<file path="src/logic/pcspi_consts.svh">
`ifndef PCSPI_CONSTS_SVH
`define PCSPI_CONSTS_SVH

// Register indices; byte address is four times the index
`define PCSPI_IDX_CTRL       5'h00
`define PCSPI_IDX_STAT       5'h01
`define PCSPI_IDX_DYN        5'h11

// Control register field positions
`define PCSPI_CTRL_RESET_BIT 15
`define PCSPI_CTRL_PDOWN_BIT 11
`define PCSPI_CTRL_ISO_BIT   10
`define PCSPI_CTRL_ANRS_BIT  9

// Status register field positions
`define PCSPI_STAT_LOWPWR_BIT 0
`define PCSPI_STAT_ISO_BIT    1
`define PCSPI_STAT_SGMII_BIT  2
`define PCSPI_STAT_MGMT_BIT   3

// Reset values
`define PCSPI_ISO_RESET_VAL   1'h1
`define PCSPI_SGMII_RESET_VAL 1'h0
`define PCSPI_GMII_IDLE_DATA  8'h00

// AXI4-Lite responses
`define PCSPI_RESP_OKAY      2'h0
`define PCSPI_RESP_SLVERR    2'h2

// Shared GMII clock rate for core and MAC, in MHz
`define PCSPI_GMII_CLK_MHZ   125

`endif

</file>
<file path="src/logic/pcspi_pkg.sv">
`include "pcspi_consts.svh"

package pcspi_pkg;

    typedef enum logic [0:0] {
        PCSPI_PWR_ACTIVE = 1'b0,
        PCSPI_PWR_LOW    = 1'b1
    } pcspi_pwr_e;

    typedef struct packed {
        logic [7:0] data;
        logic       dv;
        logic       er;
    } pcspi_gmii_rx_s;

    typedef struct packed {
        logic [7:0] data;
        logic       en;
        logic       er;
    } pcspi_gmii_tx_s;

    typedef struct packed {
        pcspi_gmii_rx_s rx;
        pcspi_gmii_tx_s tx;
        logic           rx_oe_n;
    } pcspi_gate_s;

    typedef struct packed {
        pcspi_pwr_e  pwr;
        logic        iso;
        logic        sgmii;
        logic        aw_held;
        logic [7:0]  awaddr;
        logic        w_held;
        logic [31:0] wdata;
        logic [3:0]  wstrb;
        logic        bvalid;
        logic [1:0]  bresp;
        logic        rvalid;
        logic [31:0] rdata;
        logic [1:0]  rresp;
        logic        soft_rst;
        logic        an_restart;
    } pcspi_main_s;

endpackage

</file>
<file path="src/logic/pcspi_gmii_gate.sv">
`timescale 1ns/1ps
`include "pcspi_consts.svh"

module pcspi_gmii_gate (
    input  wire logic                     aclk,
    input  wire logic                     aresetn,
    input  wire logic                     ce,
    input  wire logic                     isolate,
    input  wire pcspi_pkg::pcspi_gmii_rx_s rx_in,
    input  wire pcspi_pkg::pcspi_gmii_tx_s tx_in,
    output pcspi_pkg::pcspi_gmii_rx_s      rx_out,
    output pcspi_pkg::pcspi_gmii_tx_s      tx_out,
    output logic                           rx_oe_n
);
    import pcspi_pkg::*;

    localparam pcspi_gmii_rx_s RX_IDLE = '{data: `PCSPI_GMII_IDLE_DATA, dv: 1'b0, er: 1'b0};
    localparam pcspi_gmii_tx_s TX_IDLE = '{data: `PCSPI_GMII_IDLE_DATA, en: 1'b0, er: 1'b0};
    localparam pcspi_gate_s    GATE_RESET = '{rx: RX_IDLE, tx: TX_IDLE, rx_oe_n: 1'b1};

    pcspi_gate_s gate_reg;
    pcspi_gate_s gate_next;

    always_comb begin
        gate_next = gate_reg;
        if (ce) begin
            if (isolate) begin
                gate_next.rx      = RX_IDLE;
                gate_next.tx      = TX_IDLE;
                gate_next.rx_oe_n = 1'b1;
            end else begin
                gate_next.rx      = rx_in;
                gate_next.tx      = tx_in;
                gate_next.rx_oe_n = 1'b0;
            end
        end
    end

    always_ff @(posedge aclk) begin
        if (!aresetn) begin
            gate_reg <= GATE_RESET;
        end else begin
            gate_reg <= gate_next;
        end
    end

    assign rx_out  = gate_reg.rx;
    assign tx_out  = gate_reg.tx;
    assign rx_oe_n = gate_reg.rx_oe_n;

endmodule

</file>
<file path="src/logic/pcspi_power_isolate.sv">
// Contract
// - Whole GMII on one shared clock
// - Registers reachable by the managing party
// - Control write enters low power
// - Low power left only by reset
// - Vector power-down bit enters low power
// - Vector low power left by reset port
// - No low power in ten-bit builds
// - Power up isolated (vector builds follow cfg_isolate), receive pins released
// - Standard switch: immediate, no restart
`timescale 1ns/1ps
`include "pcspi_consts.svh"

module pcspi_power_isolate #(
    parameter bit HAS_MGMT = 1'b1,
    parameter bit IS_TBI   = 1'b0
) (
    input  wire logic                      aclk,
    input  wire logic                      aresetn,
    input  wire logic                      ce,
    input  wire logic [7:0]                s_axi_awaddr,
    input  wire logic                      s_axi_awvalid,
    output logic                           s_axi_awready,
    input  wire logic [31:0]               s_axi_wdata,
    input  wire logic [3:0]                s_axi_wstrb,
    input  wire logic                      s_axi_wvalid,
    output logic                           s_axi_wready,
    output logic [1:0]                     s_axi_bresp,
    output logic                           s_axi_bvalid,
    input  wire logic                      s_axi_bready,
    input  wire logic [7:0]                s_axi_araddr,
    input  wire logic                      s_axi_arvalid,
    output logic                           s_axi_arready,
    output logic [31:0]                    s_axi_rdata,
    output logic [1:0]                     s_axi_rresp,
    output logic                           s_axi_rvalid,
    input  wire logic                      s_axi_rready,
    input  wire logic                      cfg_power_down,
    input  wire logic                      cfg_isolate,
    input  wire pcspi_pkg::pcspi_gmii_rx_s core_rx,
    output pcspi_pkg::pcspi_gmii_tx_s      core_tx,
    input  wire pcspi_pkg::pcspi_gmii_tx_s mac_tx,
    output pcspi_pkg::pcspi_gmii_rx_s      mac_rx,
    output logic                           mac_rx_oe_n,
    output logic                           xcvr_power_down,
    output logic                           soft_reset_pulse,
    output logic                           an_restart_pulse,
    output logic                           standard_sgmii
);
    import pcspi_pkg::*;

    localparam pcspi_main_s MAIN_RESET = '{
        pwr: PCSPI_PWR_ACTIVE, iso: `PCSPI_ISO_RESET_VAL, sgmii: `PCSPI_SGMII_RESET_VAL,
        bresp: `PCSPI_RESP_OKAY, rresp: `PCSPI_RESP_OKAY, default: '0};

    pcspi_main_s main_reg;
    pcspi_main_s main_next;
    logic        isolated;
    logic        do_wr;
    logic        ctrl_wr;
    logic        dyn_wr;
    logic [4:0]  wr_idx;

    // Decodes a read; the top bit carries the error flag
    function automatic logic [32:0] read_word(input logic [7:0] addr, input pcspi_main_s s,
                                              input logic iso_now);
        logic [31:0] w;
        logic        err;
        w   = '0;
        err = 1'b0;
        if (addr[1:0] != 2'h0) begin
            err = 1'b1;
        end else begin
            case (addr[6:2])
                `PCSPI_IDX_CTRL: begin
                    w[`PCSPI_CTRL_PDOWN_BIT] = (s.pwr == PCSPI_PWR_LOW);
                    w[`PCSPI_CTRL_ISO_BIT]   = s.iso;
                end
                `PCSPI_IDX_STAT: begin
                    w[`PCSPI_STAT_LOWPWR_BIT] = (s.pwr == PCSPI_PWR_LOW);
                    w[`PCSPI_STAT_ISO_BIT]    = iso_now;
                    w[`PCSPI_STAT_SGMII_BIT]  = s.sgmii;
                    w[`PCSPI_STAT_MGMT_BIT]   = HAS_MGMT;
                end
                `PCSPI_IDX_DYN: begin
                    w[0] = s.sgmii;
                end
                default: begin
                    err = 1'b1;
                end
            endcase
            if (addr[7]) begin
                err = 1'b1;
            end
        end
        return {err, w};
    endfunction

    assign isolated = HAS_MGMT ? main_reg.iso : cfg_isolate;

    assign s_axi_awready = ce && !main_reg.aw_held && !main_reg.bvalid;
    assign s_axi_wready  = ce && !main_reg.w_held && !main_reg.bvalid;
    assign s_axi_arready = ce && !main_reg.rvalid;

    assign do_wr   = main_reg.aw_held && main_reg.w_held && !main_reg.bvalid;
    assign wr_idx  = main_reg.awaddr[6:2];
    assign ctrl_wr = do_wr && HAS_MGMT && (wr_idx == `PCSPI_IDX_CTRL) && main_reg.wstrb[1];
    assign dyn_wr  = do_wr && (wr_idx == `PCSPI_IDX_DYN) && main_reg.wstrb[0];

    always_comb begin
        logic [32:0] rd;
        rd = '0;
        main_next = main_reg;
        main_next.soft_rst   = 1'b0;
        main_next.an_restart = 1'b0;
        if (ce) begin
            if (s_axi_awvalid && s_axi_awready) begin
                main_next.aw_held = 1'b1;
                main_next.awaddr  = s_axi_awaddr;
            end
            if (s_axi_wvalid && s_axi_wready) begin
                main_next.w_held = 1'b1;
                main_next.wdata  = s_axi_wdata;
                main_next.wstrb  = s_axi_wstrb;
            end
            if (do_wr) begin
                main_next.aw_held = 1'b0;
                main_next.w_held  = 1'b0;
                main_next.bvalid  = 1'b1;
                rd = read_word(main_reg.awaddr, main_reg, isolated);
                main_next.bresp = rd[32] ? `PCSPI_RESP_SLVERR : `PCSPI_RESP_OKAY;
            end
            if (ctrl_wr) begin
                if (main_reg.wdata[`PCSPI_CTRL_RESET_BIT]) begin
                    main_next.soft_rst = 1'b1;
                    main_next.pwr      = PCSPI_PWR_ACTIVE;
                    main_next.iso      = `PCSPI_ISO_RESET_VAL;
                end else begin
                    main_next.iso        = main_reg.wdata[`PCSPI_CTRL_ISO_BIT];
                    main_next.an_restart = main_reg.wdata[`PCSPI_CTRL_ANRS_BIT];
                    if (main_reg.wdata[`PCSPI_CTRL_PDOWN_BIT] && !IS_TBI) begin
                        main_next.pwr = PCSPI_PWR_LOW;
                    end
                end
            end
            if (dyn_wr) begin
                main_next.sgmii = main_reg.wdata[0];
            end
            if (!HAS_MGMT && !IS_TBI && cfg_power_down) begin
                main_next.pwr = PCSPI_PWR_LOW;
            end
            if (main_reg.bvalid && s_axi_bready) begin
                main_next.bvalid = 1'b0;
            end
            if (s_axi_arvalid && s_axi_arready) begin
                rd = read_word(s_axi_araddr, main_reg, isolated);
                main_next.rvalid = 1'b1;
                main_next.rdata  = rd[31:0];
                main_next.rresp  = rd[32] ? `PCSPI_RESP_SLVERR : `PCSPI_RESP_OKAY;
            end
            if (main_reg.rvalid && s_axi_rready) begin
                main_next.rvalid = 1'b0;
            end
        end
    end

    always_ff @(posedge aclk) begin
        if (!aresetn) begin
            main_reg <= MAIN_RESET;
        end else begin
            main_reg <= main_next;
        end
    end

    assign s_axi_bvalid     = main_reg.bvalid;
    assign s_axi_bresp      = main_reg.bresp;
    assign s_axi_rvalid     = main_reg.rvalid;
    assign s_axi_rdata      = main_reg.rdata;
    assign s_axi_rresp      = main_reg.rresp;
    assign xcvr_power_down  = (main_reg.pwr == PCSPI_PWR_LOW);
    assign soft_reset_pulse = main_reg.soft_rst;
    assign an_restart_pulse = main_reg.an_restart;
    assign standard_sgmii   = main_reg.sgmii;

    // One clock for both GMII paths
    pcspi_gmii_gate u_gate (
        .aclk    (aclk),
        .aresetn (aresetn),
        .ce      (ce),
        .isolate (isolated),
        .rx_in   (core_rx),
        .tx_in   (mac_tx),
        .rx_out  (mac_rx),
        .tx_out  (core_tx),
        .rx_oe_n (mac_rx_oe_n)
    );
endmodule

</file>
<file path="config.mk">
export PLATFORM = sky130hd
export DESIGN_NAME = pcspi_power_isolate
export DESIGN_NICKNAME = d
export VERILOG_FILES = /design/src/logic/pcspi_pkg.sv /design/src/logic/pcspi_gmii_gate.sv /design/src/logic/pcspi_power_isolate.sv
export VERILOG_INCLUDE_DIRS = /design/src /design/src/logic
export SDC_FILE = /design/constraint.sdc
export NUM_CORES = 1
export LEC_CHECK = 0
export BUFFER_PORTS_ARGS = -buffer_cell sky130_fd_sc_hd__buf_2
export CAP_MARGIN = 25
export CELL_PAD_IN_SITES_DETAIL_PLACEMENT = 0
export CELL_PAD_IN_SITES_GLOBAL_PLACEMENT = 1
export CORE_ASPECT_RATIO = 0.8
export CORE_MARGIN = 4
export CORE_UTILIZATION = 30
export CTS_CLUSTER_DIAMETER = 50
export CTS_CLUSTER_SIZE = 12
export DETAILED_ROUTE_END_ITERATION = 10
export PLACE_DENSITY = 0.78
export RECOVER_POWER = 100
export SLEW_MARGIN = 10
export SYNTH_ARGS = -nofsm -noshare
export SYNTH_HDL_FRONTEND = slang
export SYNTH_HIERARCHICAL = 1
export SYNTH_SLANG_ARGS = --single-unit
</file>
<file path="constraint.sdc">
create_clock -name aclk -period 1.6 [get_ports aclk]
set_input_delay 0.16 -clock aclk [delete_from_list [all_inputs] [get_ports aclk]]
set_output_delay 0.16 -clock aclk [all_outputs]
set_load 0.01 [all_outputs]
</file>
; Yosys cells after proc, flatten, opt, wreduce, memory -nomap -nowiden
; Cells that the tools add are included.
[word_totals]
reg_bits = 84
latchBits = 0
ram_bits = 0
rom_bits = 0
inputBits = 82
elab_cells = 102
memories = 0
[op_classes]
addsub = 0
n_mul = 0
n_div = 0
n_lt_le_gt_ge = 0
n_eq_ne = 4
shifts = 0
n_mux = 29
n_bitwise = 3
n_reduce_logical = 44
[ops]
columns = cell, count
row1 = $mux W37, 1
row2 = $mux W35, 1
row3 = $mux W21, 1
row4 = $reduce_and A2 Y1, 10
row5 = $logic_and A1 B1 Y1, 16
row6 = $mux W1, 16
row7 = $reduce_bool A2 Y1, 7
row8 = $eq A5 B1 Y1 const B, 2
row9 = $eq A5 B5 Y1 const B, 2
row10 = $logic_not A5 Y1, 2
row11 = $mux W2, 5
row12 = $mux W9, 1
row13 = $mux W3, 2
row14 = $reduce_and A3 Y1, 2
row15 = $reduce_or A3 Y1, 2
row16 = $logic_not A1 Y1, 4
row17 = $mux W4, 1
row18 = $reduce_or A4 Y1, 1
row19 = $not A1 Y1, 3
row20 = $pmux W1 S2, 1

; Logic depth before layout (Yosys ltp)
[logic_depth]
depth_word = 10
depth_mapped = 5
ltp_nobuf = 3

; Modules after synthesis
; Netlist, hierarchy kept.
[modules_own_cells]
columns = module, n_inst, cells_per_inst, area_each_um2
row1 = pcspi_power_isolate, 1, 172, 1604.0
row2 = pcspi_gmii_gate, 1, 93, 850.8

; Worst setup path before layout
; No wires, ideal clock.
[synth_timing]
path_type = reg-to-reg
from = register main_reg, in the netlist s_axi_rvalid
to = register main_reg, in the netlist s_axi_rresp[1]
setup_time_ps = 119
arrival_ps = 1081
required_time_ps = 1481
setup_slack_ps = 400
path_stages_with_launch = 4
n_path_buf = 0
synth_period_minus_slack_ps = 1200
path_cell_list = dfxtp_1 > nand3b_2 > a211o_1 > o221a_2
[synth_via]
elab_chain_len = 4
[synth_lines]
columns = element, line_no
row1 = from (decl), pcspi_power_isolate.sv:56  ; pcspi_main_s main_reg;
row2 = from (signal assigned), pcspi_power_isolate.sv:171  ; main_reg <= main_next;
row3 = $logic_not A1 Y1, pcspi_power_isolate.sv:103  ; assign s_axi_arready = ce && !main_reg.rvalid;
row4 = $logic_and A1 B1 Y1, pcspi_power_isolate.sv:103
row5 = $logic_and A1 B1 Y1, pcspi_power_isolate.sv:155  ; if (s_axi_arvalid && s_axi_arready) begin
row6 = $reduce_and A2 Y1 (no line), --
; No other way between the ends.
; A chain may end at the register's enable or synchronous reset.

; Worst setup path after layout
[layout_timing]
from = register main_reg, in the netlist s_axi_bvalid
to = output port s_axi_awready
[layout_via]
elab_chain_len = 2
[layout_lines]
columns = element, line_no
row1 = $logic_not A1 Y1, pcspi_power_isolate.sv:101  ; assign s_axi_awready = ce && !main_reg.aw_held && !main_reg.bvalid;
row2 = $logic_and A1 B1 Y1, pcspi_power_isolate.sv:101
row3 = to (decl), pcspi_power_isolate.sv:23  ; output logic s_axi_awready,
; No other way between the ends.

==> impl_metrics.tcl <==
set metrics [dict create \
    status "completed" \
    ant_nets 0 \
    area_growth_syn_to_layout_pct 15.8 \
    crit-reg2reg-capture "main_reg[44]" \
    critical_path_buf_inv_count 1 \
    i_o_pin_count 148 \
    drcViolationCount 0 \
    final_min_period_over_clock_period_pct 86.7 \
    highest-signal-layer "met4" \
    wire_per_inst_um 12.8 \
    place_hpwl_mm 4.34 \
    largest_reg_flops 17 \
    cp-end-kind "primary output" \
    combined_area_of_all_synthesized_cells_um2 2450 \
    critical-path-slowest-cell "sky130_fd_sc_hd__dfxtp_1" \
    setup-violations-final 0 \
    met3WireLength_um 484 \
    grt_start_max_net_pins 26 \
    layout_common_cells "53 x sky130_fd_sc_hd__dfxtp_1, 50 x sky130_fd_sc_hd__buf_2, 38 x sky130_fd_sc_hd__clkbuf_1" \
    portBuffers 88 \
    synthCells 265 \
    via_count 1949 \
    max_freq_mhz 721 \
    leakage_power_figure_nw 1.20 \
    cts.sink_count 53 \
    grt_util_all_layers_pct 11.4 \
    setup-tns-final_ns 0 \
    post_synth.cell_area_avg_um2 9.26 \
    dieHeight_um 88.9 \
    dr.first_iter.drc_count 91 \
    period_needed_ns 1.39 \
    antenna_violations_before_repair 0 \
    insertedDiodeCount 0 \
    dieArea_um2 9700 \
    final_hold_viol_count 0 \
    first_pass_iters 4 \
    final-max-slew-violation-count 0 \
    fillers 873 \
    drv_cap 0 \
    synth_seq_cells 53 \
    floorplan.rows 29 \
    crit_start "s_axi_bvalid" \
    synth.distinct_cells 42 \
    globalRouteOverflowTotal 0 \
    grt_first_pass_wirelength_mm 8.77 \
    r2r_slack_ns 0.21 \
    layout-drive-gt1-share_pct 20.7 \
    cts-htree-levels 2 \
    floorplan.initialDensity_pct 30.9 \
    postSynth.topFlopCell "sky130_fd_sc_hd__dfxtp_1" \
    cts_tree "done" \
    routed-wl-met2_mm 2.61 \
    synth_warnings 6 \
    grt_pass1_vias 1843 \
    cts_hold_buffers 0 \
    r2r_cells 3 \
    min-delay-start "s_axi_wdata[15]" \
    critPathLaunchType "register" \
    power_density_nw_per_um2 897 \
    async_s_r_ff_share_synth_pct 0 \
    critical_path_arrival_ns 1.23 \
    cts_root_buf "sky130_fd_sc_hd__clkbuf_8" \
    hold_removal_path_class "in2reg" \
    core_um2 7950 \
    m1WireLength_mm 2.63 \
    cts_made_buffers 5 \
    synth_enable_flop_cells 0 \
    ctsLongestPathBuffers 2 \
    crit_required_ns 1.44 \
    finish.net_count 424 \
    critical_path.endpoint "s_axi_awready" \
    worst-setup-path-type "reg2out" \
    clk_skew_ns 0.00792 \
    clock_latency_ns 0.30 \
    grt_setup_unrepaired "no" \
    worst_setup_hold_path_clk_slew_ns 0.10 \
    path_depth 3 \
    crit-reg2reg-launch "s_axi_bvalid" \
    mostFrequentLayoutCell "sky130_fd_sc_hd__dfxtp_1" \
    worst_ir_drop_vdd_uv 305 \
    crit_path_cell_trace "or2b_1, nor2_1, clkbuf_1" \
    fin_util_pct 35.8 \
    synth-seq-area-share_pct 43.2 \
    biggest_cell_delay_along_the_critical_path_ns 0.38 \
    post_drt_via_cell_ratio 4.32 \
    critPathTopFamily "flip-flops" \
    floorplan.die.width_um 109 \
    cts_post_setup_buffers_inserted 0 \
    gp_congestion 0.721 \
    drt_wl_total_mm 5.76 \
    cts.repair.resized 0 \
    worstPathMaxFanout 7 \
]
-- worst reg2reg max path, cell delays in order, from the launching register on --
cell and delay, ns:
sky130_fd_sc_hd__dfxtp_1 0.38, sky130_fd_sc_hd__and4bb_1 0.61, sky130_fd_sc_hd__mux2i_1 0.24, sky130_fd_sc_hd__nor2_1 0.05
-- stage by stage --
stage	worst slack (ns)	power (W)	cells	instance area [µm²]	hold slack, ns
floorplan	0.400	0.00163	292	2560	0.293
global route	0.0953	0.00268	451	2840	0.0784
detailed placement	0.329	0.00168	443	2790	0.402
CTS	0.238	0.00261	451	2910	0.0657
finish	0.213	0.00255	451	2840	0.0801
global placement	0.354	0.00167	443	2790	0.393
-- cell usage after synthesis (2+ instances only) --
cell	number	share of area (%)
sky130_fd_sc_hd__o21ai_2	2	0.71
sky130_fd_sc_hd__nand2_1	26	4.0
sky130_fd_sc_hd__nand4b_1	2	0.71
sky130_fd_sc_hd__a21oi_1	3	0.61
sky130_fd_sc_hd__nand3_1	6	1.2
sky130_fd_sc_hd__nand2b_1	2	0.51
sky130_fd_sc_hd__inv_1	5	0.76
sky130_fd_sc_hd__nor2_1	25	3.8
sky130_fd_sc_hd__and3b_1	2	0.71
sky130_fd_sc_hd__dfxtp_1	53	43
sky130_fd_sc_hd__nand4_1	2	0.51
sky130_fd_sc_hd__buf_2	2	0.41
sky130_fd_sc_hd__mux2i_1	18	7.3
sky130_fd_sc_hd__buf_4	41	13
sky130_fd_sc_hd__nor2b_1	2	0.51
sky130_fd_sc_hd__o21ai_1	18	3.7
sky130_fd_sc_hd__and4bb_2	2	1.0
sky130_fd_sc_hd__o21ai_0	5	1.0
sky130_fd_sc_hd__buf_6	5	2.3
sky130_fd_sc_hd__nand3b_1	20	6.1
sky130_fd_sc_hd__clkbuf_1	3	0.46
-- how the worst min path moves through the flow --
| stage | slack (ns) | to | depth (start not counted) |
|---|---|---|---|
| 6_report | 0.08 | main_reg[59] | 3 |
| 4_1_cts | 0.07 | u_gate/rx_out[8] | 3 |
| 3_5_place_dp | 0.40 | main_reg[59] | 3 |
| 2_1_floorplan | 0.29 | u_gate/rx_out[0] | 2 |
| 3_3_place_gp | 0.39 | main_reg[77] | 3 |
| 5_1_grt | 0.08 | main_reg[80] | 3 |
-- power breakdown --
part	switching, W	internal, W	total, W
Combinational	0.000156	0.000114	0.000270
Clock	0.000445	0.000469	0.000914
Sequential	0.0000209	0.00135	0.00137
-- cells by family after synthesis --
family	after synthesis	share of synthesized area [%]
compound gates	36	9.17
buf+inv	56	16.5
flops	53	43.2
mux	18	7.34
other cells	1	0.153
simple gates	101	23.6
-- area by class of cell --
class	instances	area [µm²]	area share, %
clock buffer	5	68.8	2.42
clock inverter	3	46.3	1.63
inverter	5	18.8	0.660
multi-input combinational	183	1080	37.9
sequential	53	1060	37.3
tap	108	135	4.75
timing repair buffer	94	435	15.3
-- layer usage --
metal | global-route usage, % | vias to the layer above
li1 | - | 992
met1 | 14.7 | 892
met2 | 18.5 | 58
met3 | 3.90 | 7
met4 | 3.10 | 0
met5 | 0 | -
Note: power is estimated with default switching activity, not from simulation.
